`config.mk`:
```
export PLATFORM = sky130hd
export DESIGN_NAME = amcs_top
export DESIGN_NICKNAME = d
export VERILOG_FILES = /design/src/hw/amcs_top.v /design/src/hw/amcs_conv_timer.v
export VERILOG_INCLUDE_DIRS = /design/src /design/src/hw
export SDC_FILE = /design/constraint.sdc
export NUM_CORES = 1
export LEC_CHECK = 0
export BUFFER_PORTS_ARGS = -buffer_cell sky130_fd_sc_hd__buf_2
export CAP_MARGIN = 20
export CORE_ASPECT_RATIO = 1.5
export CORE_MARGIN = 4
export CORE_UTILIZATION = 55
export CTS_CLUSTER_SIZE = 14
export DETAILED_ROUTE_END_ITERATION = 7
export GPL_TIMING_DRIVEN = 0
export PLACE_DENSITY = 0.76
export RECOVER_POWER = 50
export SYNTH_ARGS = -nofsm -noshare
export SYNTH_HDL_FRONTEND = slang
export SYNTH_SLANG_ARGS = --single-unit
export TNS_END_PERCENT = 100
```
`constraint.sdc`:
```
create_clock -name i_mclk -period 5.3 [get_ports i_mclk]
set_input_delay 1.06 -clock i_mclk [delete_from_list [all_inputs] [get_ports i_mclk]]
set_output_delay 1.06 -clock i_mclk [all_outputs]
set_load 0.02 [all_outputs]
```
`src/hw/amcs_consts.vh`:
```
// constants for the alert mask and conversion scheduling register bank
`ifndef AMCS_CONSTS_VH
`define AMCS_CONSTS_VH

// ----------------------------------------------------------------------------
// register offsets
// ----------------------------------------------------------------------------
`define AMCS_OFF_STATUS 8'h02
`define AMCS_OFF_RATE 8'h04
`define AMCS_OFF_RATE_ALIAS 8'h0A
`define AMCS_OFF_ONESHOT 8'h0F
`define AMCS_OFF_MASK 8'h16

// ----------------------------------------------------------------------------
// field positions
// ----------------------------------------------------------------------------
`define AMCS_BIT_BUSY 7
`define AMCS_BIT_LOCAL_HIGH 6
`define AMCS_BIT_REMOTE_HIGH 4
`define AMCS_BIT_REMOTE_LOW 3
`define AMCS_BIT_DIODE_FAULT 2
`define AMCS_BIT_REMOTE_CRIT 1
`define AMCS_BIT_FAN_SPEED 0

// ----------------------------------------------------------------------------
// reset values and fixed bits
// ----------------------------------------------------------------------------
`define AMCS_RATE_RESET 8'h08
`define AMCS_MASK_RESET 8'h00
`define AMCS_MASK_ONES 8'hA4
`define AMCS_MASK_STORED 8'h5B
`define AMCS_RATE_FASTEST 8'h09

// ----------------------------------------------------------------------------
// timing
// ----------------------------------------------------------------------------
`define AMCS_CLK_PERIOD_NS 40
`define AMCS_FAST_PERIOD_NS 31250000
`define AMCS_FAST_PERIOD_CYC (`AMCS_FAST_PERIOD_NS / `AMCS_CLK_PERIOD_NS)

`endif

```
`src/hw/amcs_top.v`:
```
// alert masking, conversion rate and one-shot scheduling register bank
`timescale 1ns/10ps
`default_nettype none
`include "amcs_consts.vh"
module amcs_top
#(
    parameter [31:0] FAST_PERIOD = `AMCS_FAST_PERIOD_CYC
)
(
    // clock and reset
    input wire i_mclk,
    input wire i_rst,
    // register access port
    input wire [7:0] i_reg_addr,
    input wire [7:0] i_reg_wdata,
    input wire i_reg_wr,
    input wire i_reg_rd,
    output reg [7:0] o_reg_rdata,
    output reg o_reg_rvalid,
    // latched alarm levels from the status logic
    input wire i_local_high_alarm,
    input wire i_remote_high_alarm,
    input wire i_remote_low_alarm,
    input wire i_remote_crit_alarm,
    input wire i_fan_speed_alarm,
    input wire i_diode_fault_alarm,
    // mode
    input wire i_idle,
    input wire i_pin_is_fan_input,
    // measurement engine handshake
    input wire i_conv_done,
    output reg o_conv_start,
    output reg o_conv_busy,
    // alert and rate
    output reg o_alert,
    output reg [7:0] o_rate_code
);

    // ------------------------------------------------------------------------
    // state machine for conversions
    // ------------------------------------------------------------------------
    // one-hot pair: waiting for a request, or a conversion in flight
    localparam [1:0] ST_WAIT = 2'b01;
    localparam [1:0] ST_CONV = 2'b10;

    // registers and internal nets
    reg [1:0] state_q;
    reg [1:0] state_d;
    reg [7:0] mask_q;
    reg [7:0] rate_q;
    wire tick;
    wire rate_hit;
    wire oneshot_hit;
    wire start_req;
    wire [7:0] alarm_vec;
    wire [7:0] gated_vec;
    wire [7:0] status_rd;
    wire [7:0] mask_rd;

    // codes 0..9 map to a shift of 9-code over the 32 Hz period;
    // code 5 taken as 2 Hz and code 8 as 16 Hz
    function [3:0] rate_shift;
        input [7:0] code;
        begin
            if (code <= `AMCS_RATE_FASTEST)
                rate_shift = 4'h9 - code[3:0];
            else
                rate_shift = 4'h0;
        end
    endfunction

    // address decode shared by reads and writes
    function is_rate;
        input [7:0] addr;
        begin
            is_rate = (addr == `AMCS_OFF_RATE) || (addr == `AMCS_OFF_RATE_ALIAS);
        end
    endfunction

    // both rate offsets land in the same register
    assign rate_hit = i_reg_wr && is_rate(i_reg_addr);
    // data value is irrelevant and non-idle writes fall away
    assign oneshot_hit = i_reg_wr && (i_reg_addr == `AMCS_OFF_ONESHOT) && i_idle;
    assign start_req = i_idle ? oneshot_hit : tick;

    // ------------------------------------------------------------------------
    // periodic scheduler, halted in low-power idle
    // ------------------------------------------------------------------------
    // while idle the counter is cleared, so the first periodic start after
    // idle comes one full period later, never at once
    amcs_conv_timer #(
        .FAST_PERIOD(FAST_PERIOD)
    ) u_timer (
        .i_mclk(i_mclk),
        .i_rst(i_rst),
        .i_run(~i_idle),
        .i_shift(rate_shift(rate_q)),
        .o_tick(tick)
    );

    // ------------------------------------------------------------------------
    // writable registers
    // ------------------------------------------------------------------------
    // mask keeps only the five event bits; the unused ones read back as 1
    always @(posedge i_mclk or posedge i_rst)
    begin
        if (i_rst)
        begin
            rate_q <= `AMCS_RATE_RESET;
            mask_q <= `AMCS_MASK_RESET;
        end
        else
        begin
            if (rate_hit)
                rate_q <= i_reg_wdata;
            if (i_reg_wr && (i_reg_addr == `AMCS_OFF_MASK))
                mask_q <= i_reg_wdata & `AMCS_MASK_STORED;
        end
    end

    // ------------------------------------------------------------------------
    // conversion sequencing
    // ------------------------------------------------------------------------
    // a start while a conversion runs is dropped, so one write gives one cycle
    always @*
    begin
        case (state_q)
            ST_WAIT:
                state_d = start_req ? ST_CONV : ST_WAIT;
            ST_CONV:
                state_d = i_conv_done ? ST_WAIT : ST_CONV;
            default:
                state_d = ST_WAIT;
        endcase
    end

    always @(posedge i_mclk or posedge i_rst)
    begin
        if (i_rst)
        begin
            state_q <= ST_WAIT;
            o_conv_start <= 1'b0;
            o_conv_busy <= 1'b0;
        end
        else
        begin
            state_q <= state_d;
            o_conv_start <= (state_q == ST_WAIT) && start_req;
            o_conv_busy <= (state_d == ST_CONV);
        end
    end

    // ------------------------------------------------------------------------
    // alert gating
    // ------------------------------------------------------------------------
    // positions without an alerting event are tied low, so a stray mask
    // write can never let busy, diode fault or fan speed through
    assign alarm_vec[`AMCS_BIT_BUSY] = 1'b0;
    assign alarm_vec[`AMCS_BIT_LOCAL_HIGH] = i_local_high_alarm;
    assign alarm_vec[5] = 1'b0;
    assign alarm_vec[`AMCS_BIT_REMOTE_HIGH] = i_remote_high_alarm;
    assign alarm_vec[`AMCS_BIT_REMOTE_LOW] = i_remote_low_alarm;
    assign alarm_vec[`AMCS_BIT_DIODE_FAULT] = 1'b0;
    assign alarm_vec[`AMCS_BIT_REMOTE_CRIT] = i_remote_crit_alarm;
    assign alarm_vec[`AMCS_BIT_FAN_SPEED] = 1'b0;

    // each event reaches the alert only while its mask bit is clear
    genvar g;
    generate
        for (g = 0; g < 8; g = g + 1)
        begin : g_gate
            assign gated_vec[g] = alarm_vec[g] & ~mask_q[g];
        end
    endgenerate

    // when the shared pin senses the fan it cannot carry an alert at all
    always @(posedge i_mclk or posedge i_rst)
    begin
        if (i_rst)
            o_alert <= 1'b0;
        else
            o_alert <= (|gated_vec) & ~i_pin_is_fan_input;
    end

    // ------------------------------------------------------------------------
    // read path, one cycle after the read strobe
    // ------------------------------------------------------------------------
    // status is read live from the alarm inputs; clearing the latched alarms
    // belongs to the status logic outside this bank
    assign mask_rd = mask_q | `AMCS_MASK_ONES;
    assign status_rd = {o_conv_busy, i_local_high_alarm, 1'b0, i_remote_high_alarm,
                        i_remote_low_alarm, i_diode_fault_alarm, i_remote_crit_alarm,
                        i_fan_speed_alarm};

    always @(posedge i_mclk or posedge i_rst)
    begin
        if (i_rst)
        begin
            o_reg_rdata <= 8'h00;
            o_reg_rvalid <= 1'b0;
            o_rate_code <= `AMCS_RATE_RESET;
        end
        else
        begin
            o_reg_rvalid <= i_reg_rd;
            // follows a write one edge later, in step with the register itself
            o_rate_code <= rate_hit ? i_reg_wdata : rate_q;
            if (i_reg_rd)
            begin
                if (is_rate(i_reg_addr))
                    o_reg_rdata <= rate_q;
                else if (i_reg_addr == `AMCS_OFF_MASK)
                    o_reg_rdata <= mask_rd;
                else if (i_reg_addr == `AMCS_OFF_STATUS)
                    o_reg_rdata <= status_rd;
                else
                    o_reg_rdata <= 8'h00; // one-shot is write-only, unmapped reads zero
            end
        end
    end

endmodule // amcs_top
`default_nettype wire

```
`src/hw/amcs_conv_timer.v`:
```
// periodic conversion tick generator for the selected conversion rate
`timescale 1ns/10ps
`default_nettype none
module amcs_conv_timer
#(
    parameter [31:0] FAST_PERIOD = 32'd781250
)
(
    // clock and reset
    input wire i_mclk,
    input wire i_rst,
    // control
    input wire i_run,
    input wire [3:0] i_shift,
    // tick
    output reg o_tick
);

    reg [31:0] cnt_q;
    wire [31:0] period;

    // slowest code shifts by 9, which still fits 32 bits
    assign period = FAST_PERIOD << i_shift;

    // compare with >= so a shorter rate takes effect without waiting out the old one
    always @(posedge i_mclk or posedge i_rst)
    begin
        if (i_rst)
        begin
            cnt_q <= 32'h0000_0000;
            o_tick <= 1'b0;
        end
        else if (!i_run)
        begin
            cnt_q <= 32'h0000_0000;
            o_tick <= 1'b0;
        end
        else if (cnt_q >= period - 32'h0000_0001)
        begin
            cnt_q <= 32'h0000_0000;
            o_tick <= 1'b1;
        end
        else
        begin
            cnt_q <= cnt_q + 32'h0000_0001;
            o_tick <= 1'b0;
        end
    end

endmodule // amcs_conv_timer
`default_nettype wire

```
# Yosys cells after proc, flatten, opt, wreduce, memory -nomap -nowiden
# Cells that the tools add are included.
[op_classes]
addsub = 3
n_mul = 0
div_mod_pow = 0
magnitude_cmp = 2
eq_ne = 8
shifts = 1
muxes = 12
bitwise_logic = 10
n_reduce_logical = 7
[op_table]
columns = ["op", "count"]
rows = [
  ["$mux 32", 2],
  ["$add 32x1->32 const B", 1],
  ["$ge 32x32->1", 1],
  ["$shl 20x4->32 const A", 1],
  ["$sub 32x1->32 const B", 1],
  ["$mux 8", 3],
  ["$eq 8x4->1 const B", 2],
  ["$eq 8x2->1 const B", 1],
  ["$eq 8x3->1 const B", 1],
  ["$eq 8x5->1 const B", 1],
  ["$le 8x4->1 const B", 1],
  ["$and 1x1->1", 5],
  ["$logic_and 1x1->1", 5],
  ["$not 1->1", 5],
  ["$eq 2x2->1 const B", 2],
  ["$mux 2", 2],
  ["$mux 4", 1],
  ["$pmux 2 s2", 1],
  ["$reduce_or 4->1", 1],
  ["$sub 4x4->4 const A", 1],
  ["$mux 1", 3],
  ["$eq 2x1->1 const B", 1],
  ["$logic_or 1x1->1", 1],
]
[totals]
register_bits = 60
latch_bits = 0
mem_bits_rw = 0
mem_bits_ro = 0
inputBits = 29
output_inout_bits = 20
elab_cells = 53
n_memories = 0

# Longest topological paths before layout
[logic_depth]
ltp_word = 7
mapped_depth = 19

# Hierarchy
# From an unflattened synthesis, not the netlist that was laid out.
[hier_totals]
cells_unflattened = 461
hier_area_um2 = 4372.9
[modules_own_cells]
columns = ["module", "n_inst", "cells_each", "area_per_inst_um2"]
rows = [
  ["amcs_conv_timer", 1, 330, 2904.0],
  ["amcs_top", 1, 131, 1468.9],
]

# Worst setup path after synthesis
# OpenSTA, ideal clock, no wires.
[synth_timing]
path_type = "register to register"
from = "register, netlist name o_rate_code[1]"
to = "register u_timer.cnt_q[2]"
setup_time_ns = 0.136
arrival_ns = 3.910
t_required_ns = 5.164
path_slack_ns = 1.253
path_stages_with_launch = 19
n_path_buf = 2
cell_sequence = "dfrtp_1 -> inv_1 -> ha_1 -> xor2_1 -> o21ai_0 -> nand3_1 -> ha_1 -> clkbuf_1 -> inv_1 -> a32oi_1 -> o21ai_0 -> and2_1 -> ha_1 -> nand4_1 -> nor4_1 -> a221oi_1 -> a311oi_2 -> buf_2 -> nor3_1"
[synth_lines]
columns = ["item", "line_no", "text"]
rows = [
  ["to (signal assigned)", "amcs_conv_timer.v:45", "cnt_q <= cnt_q + 32'h0000_0001;"],
  ["to (decl)", "amcs_conv_timer.v:19", "reg [31:0] cnt_q;"],
]

==> summary.md <==
| Metric | Value |
|---|---|
| Clock Sinks | 60 |
| Pins Over Slew Limit | 0 |
| Post-route cell area | 0.00460 mm^2 |
| Vias | 3718 |
| GR Overflow Total | 0 |
| Share of cells above drive strength 1 | 17.0% |
| Worst r2r path cells | 17 |
| Max IR drop VDD | 0.205 mV |
| Post-DP Area | between 0.004 and 0.005 mm^2 |
| Core ar. | 0.00723 mm^2 |
| Crit path max fanout | 10 |
| Kind of end point of the critical path | flip-flop |
| Worst-Margin Slew | 1.50 ns |
| HP Class | flip-flop to flip-flop |
| Crit path kind | flip-flop to flip-flop |
| Req. time, crit path | ~5.5 ns |
| IO Port Bufs | 48 |
| Drt initial violations | between 200 and 250 |
| Most common cell in the synthesized netlist | dfrtp_1 |
| Synth cell count leaders | dfrtp_1 (58), nand2_1 (44), nor3_1 (41), ha_1 (36), nor2_1 (30) |
| Syn Nets | 514 |
| Die Y | 113 um |
| Placed wire-length estimate | 8.13 mm |
| Hold Worst Slack | roughly 0.53 ns |
| Initial antenna violation count | 0 |
| Htree depth | 3 |
| Die width | 78.1 um |
| Max Buffers Root-to-Sink | 2 |
| Synth warn | 0 |
| Final clock skew | ~0.0066 ns |
| Period minus WS final | about 4.7 ns |
| Total negative setup slack | 0 ns |
| Failing checks | capacitance limit |
| Max-cap violations | 1 |
| Hold path endpoint | mask_q[0] |
| Synth top area share | between 30 and 40% |
| Vias in the first global route | approximately 3900 |
| Hold Path Stages | 1 |
| Worst-path clk slew | 0.07 ns |
| Ys async rst share | 100% |
| Top area cells in the synthesized netlist | dfrtp_1 (36%), ha_1 (11%), xor2_1 (5.8%) |
| CP Data Arrival Time | 4.92 ns |
| Io pins | 49 |
| Synth area leader | dfrtp_1 |
| Die area | 0.00885 mm^2 |
| Power per Cell Area | 277 mW/mm^2 |
| Number of enable flip-flop cells after synthesis | 0 |
| Final Wtd Congestion | 0.935 |
| Mean Syn Cell Area | 9.04 um^2 |
| Hold Startpoint | mask_q[0] |
| Largest net degree at the start of global routing | 34 |
| Worst skew pair latency | 0.35 ns |
| Final setup fails | 0 |
| Ys flop type | dfrtp_1 |
| Synthesis-stage register bit count | 60 |
| Post-synth cell types | 54 |
| Slew margin rel. | less than 1% |
| RSZ-0062 raised after global routing | false |
| Cells after synthesis | 449 |
| Total CTS buffers | 9 |
| Antenna Cells | 0 |
| Global-route wire length before repair | between 15 and 20 mm |
| Total track usage | between 20% and 30% |
| WL per Instance | between 15 and 20 um |
| Status | finished with violations |
| TritonRoute pass-1 iters | 5 |
| Fillcell total | 632 |
| Total power | 1.28 mW |
| CTS tree | yes |
| Worst reg2reg startpoint | o_rate_code[7] |
| Startpoint types | flip-flop |
| Reg-to-reg critical path endpoint | u_timer.cnt_q[30] |
| Area Overhead vs Synth | 13.4% |
| Total wire length | approximately 10 mm |
| Via density | 6.08 |
| Leak | 2.16 nW |
| Root Driver | clkbuf_8 |
| Antenna-violating nets left | 0 |
| # nets final | 573 |
| Final hold violations | 0 |
| Reg2Reg Setup Slack | 0.59 ns |
| Initial Util | between 50% and 60% |
| Period utilization | between 80 and 90% |
| Synth Cell Area | 0.00406 mm^2 |
| F_max | around 210 MHz |
| Row count | 38 |
| DRC | 0 |
| Post-synthesis sequential area ratio | between 30 and 40% |
-- worst max path at each step --
| stage | start | to | slack [ns] | cells past startpoint |
|---|---|---|---|---|
| 2_1_floorplan | o_rate_code[1] | u_timer.cnt_q[2] | 1.25 | 18 |
| 3_3_place_gp | o_rate_code[7] | u_timer.cnt_q[25] | 0.50 | 18 |
| 3_5_place_dp | o_rate_code[7] | u_timer.cnt_q[30] | 0.37 | 19 |
| 4_1_cts | o_rate_code[7] | u_timer.cnt_q[27] | 0.35 | 19 |
| 5_1_grt | o_rate_code[1] | u_timer.cnt_q[27] | 0.14 | 18 |
| 6_report | o_rate_code[7] | u_timer.cnt_q[30] | 0.59 | 17 |
-- cells by family after synthesis --
logic type | after synthesis | share of synthesized area, %
and+or+nand+nor | 187 | 23.8
AOI/OAI and AO/OA | 85 | 13.8
DFF | 60 | 37.1
adders and majority gates | 36 | 11.1
xor gates and xnor gates | 34 | 7.34
buffers and inverters | 34 | 3.33
muxes | 13 | 3.61
-- worst max-delay path: stages (launching register included) --
cell and delay (ns):
dfrtp_1 0.42, nor4_2 0.39, and2_1 0.28, clkbuf_1 0.36
nand2_1 0.09, nand2_1 0.12, ha_1 0.35, inv_1 0.22
a32oi_1 0.18, o21ai_0 0.11, and2_1 0.21, ha_1 0.32
nand4_1 0.17, nor4_1 0.30, a221oi_1 0.16, a311oi_2 0.48
buf_2 0.33, nor3_1 0.08
-- per-stage QoR --
step / util, % / cells / setup WS (ns)
6_report: 63.7 / 612 / 0.591
5_1_grt: 63.7 / 612 / 0.141
4_1_cts: 63.9 / 613 / 0.353
3_5_place_dp: 61.5 / 598 / 0.373
3_3_place_gp: 61.2 / 597 / 0.497
2_1_floorplan: - / 449 / 1.25
-- cells in the final DEF, fill, tap and decap left out, drive strengths merged, types with 2 or more instances in the layout --
cell type   n
dfrtp      58
nand2      46
buf        45
nor3       42
ha         36
clkbuf     33
nor2       30
xor2       27
a21oi      24
nand3      22
o21ai      20
inv        15
mux2       13
nand4      13
and3        8
a22oi       8
xnor2       7
a221oi      7
a31oi       6
and2        4
nand2b      4
and4        4
nor4        4
o211ai      3
or3b        2
o21a        2
nor2b       2
a21o        2
clkinv      2
clkinvlp    2
dfstp       2
or4         2
-- routing by layer --
layer | share of wire (%) | vias to the layer above | wire length, um | track usage (%)
li1 | - | 1757 | - | -
met1 | 37 | 1773 | 3910 | 27.1
met4 | 4.6 | 0 | 486 | 15.2
met2 | 53 | 146 | 5510 | 45.8
met5 | 0 | - | 0 | 0
met3 | 5.3 | 42 | 559 | 4.22
-- cell type report --
class | instances | area, um^2 | area share, %
tap | 100 | 125 | 2.72
inverter | 15 | 56.3 | 1.22
multi-input combinational | 355 | 2430 | 52.9
clock buffer | 11 | 151 | 3.29
timing repair buffer | 49 | 234 | 5.08
sequential | 60 | 1500 | 32.7
buffer | 18 | 75.1 | 1.63
clock inverter | 4 | 25.0 | 0.543
-- state kept, by name, summed over array words and instances, names as in the netlist --
| signal | count |
|---|---|
| u_timer.cnt_q | 32 |
| o_rate_code | 8 |
| o_reg_rdata | 8 |
| mask_q | 5 |
| state_q | 2 |
| o_alert | 1 |
| o_conv_busy | 1 |
| o_conv_start | 1 |
| o_reg_rvalid | 1 |
| u_timer.o_tick | 1 |
-- report_power, final --
group | internal, mW | total [mW] | leakage [nW] | switching [mW]
clock network | 0.191 | 0.377 | 0.0872 | 0.186
logic | 0.145 | 0.411 | 1.26 | 0.266
registers | 0.474 | 0.488 | 0.809 | 0.0143
total | 0.809 | 1.28 | 2.16 | 0.467
-- timing repair --
item                                    4_1_cts  5_1_grt
buffers inserted                              0        0
hold buffers                                  0        0
endpoints found under the setup margin        0       30
resized for setup                             0        2
Power figures use the tool's default switching activity.
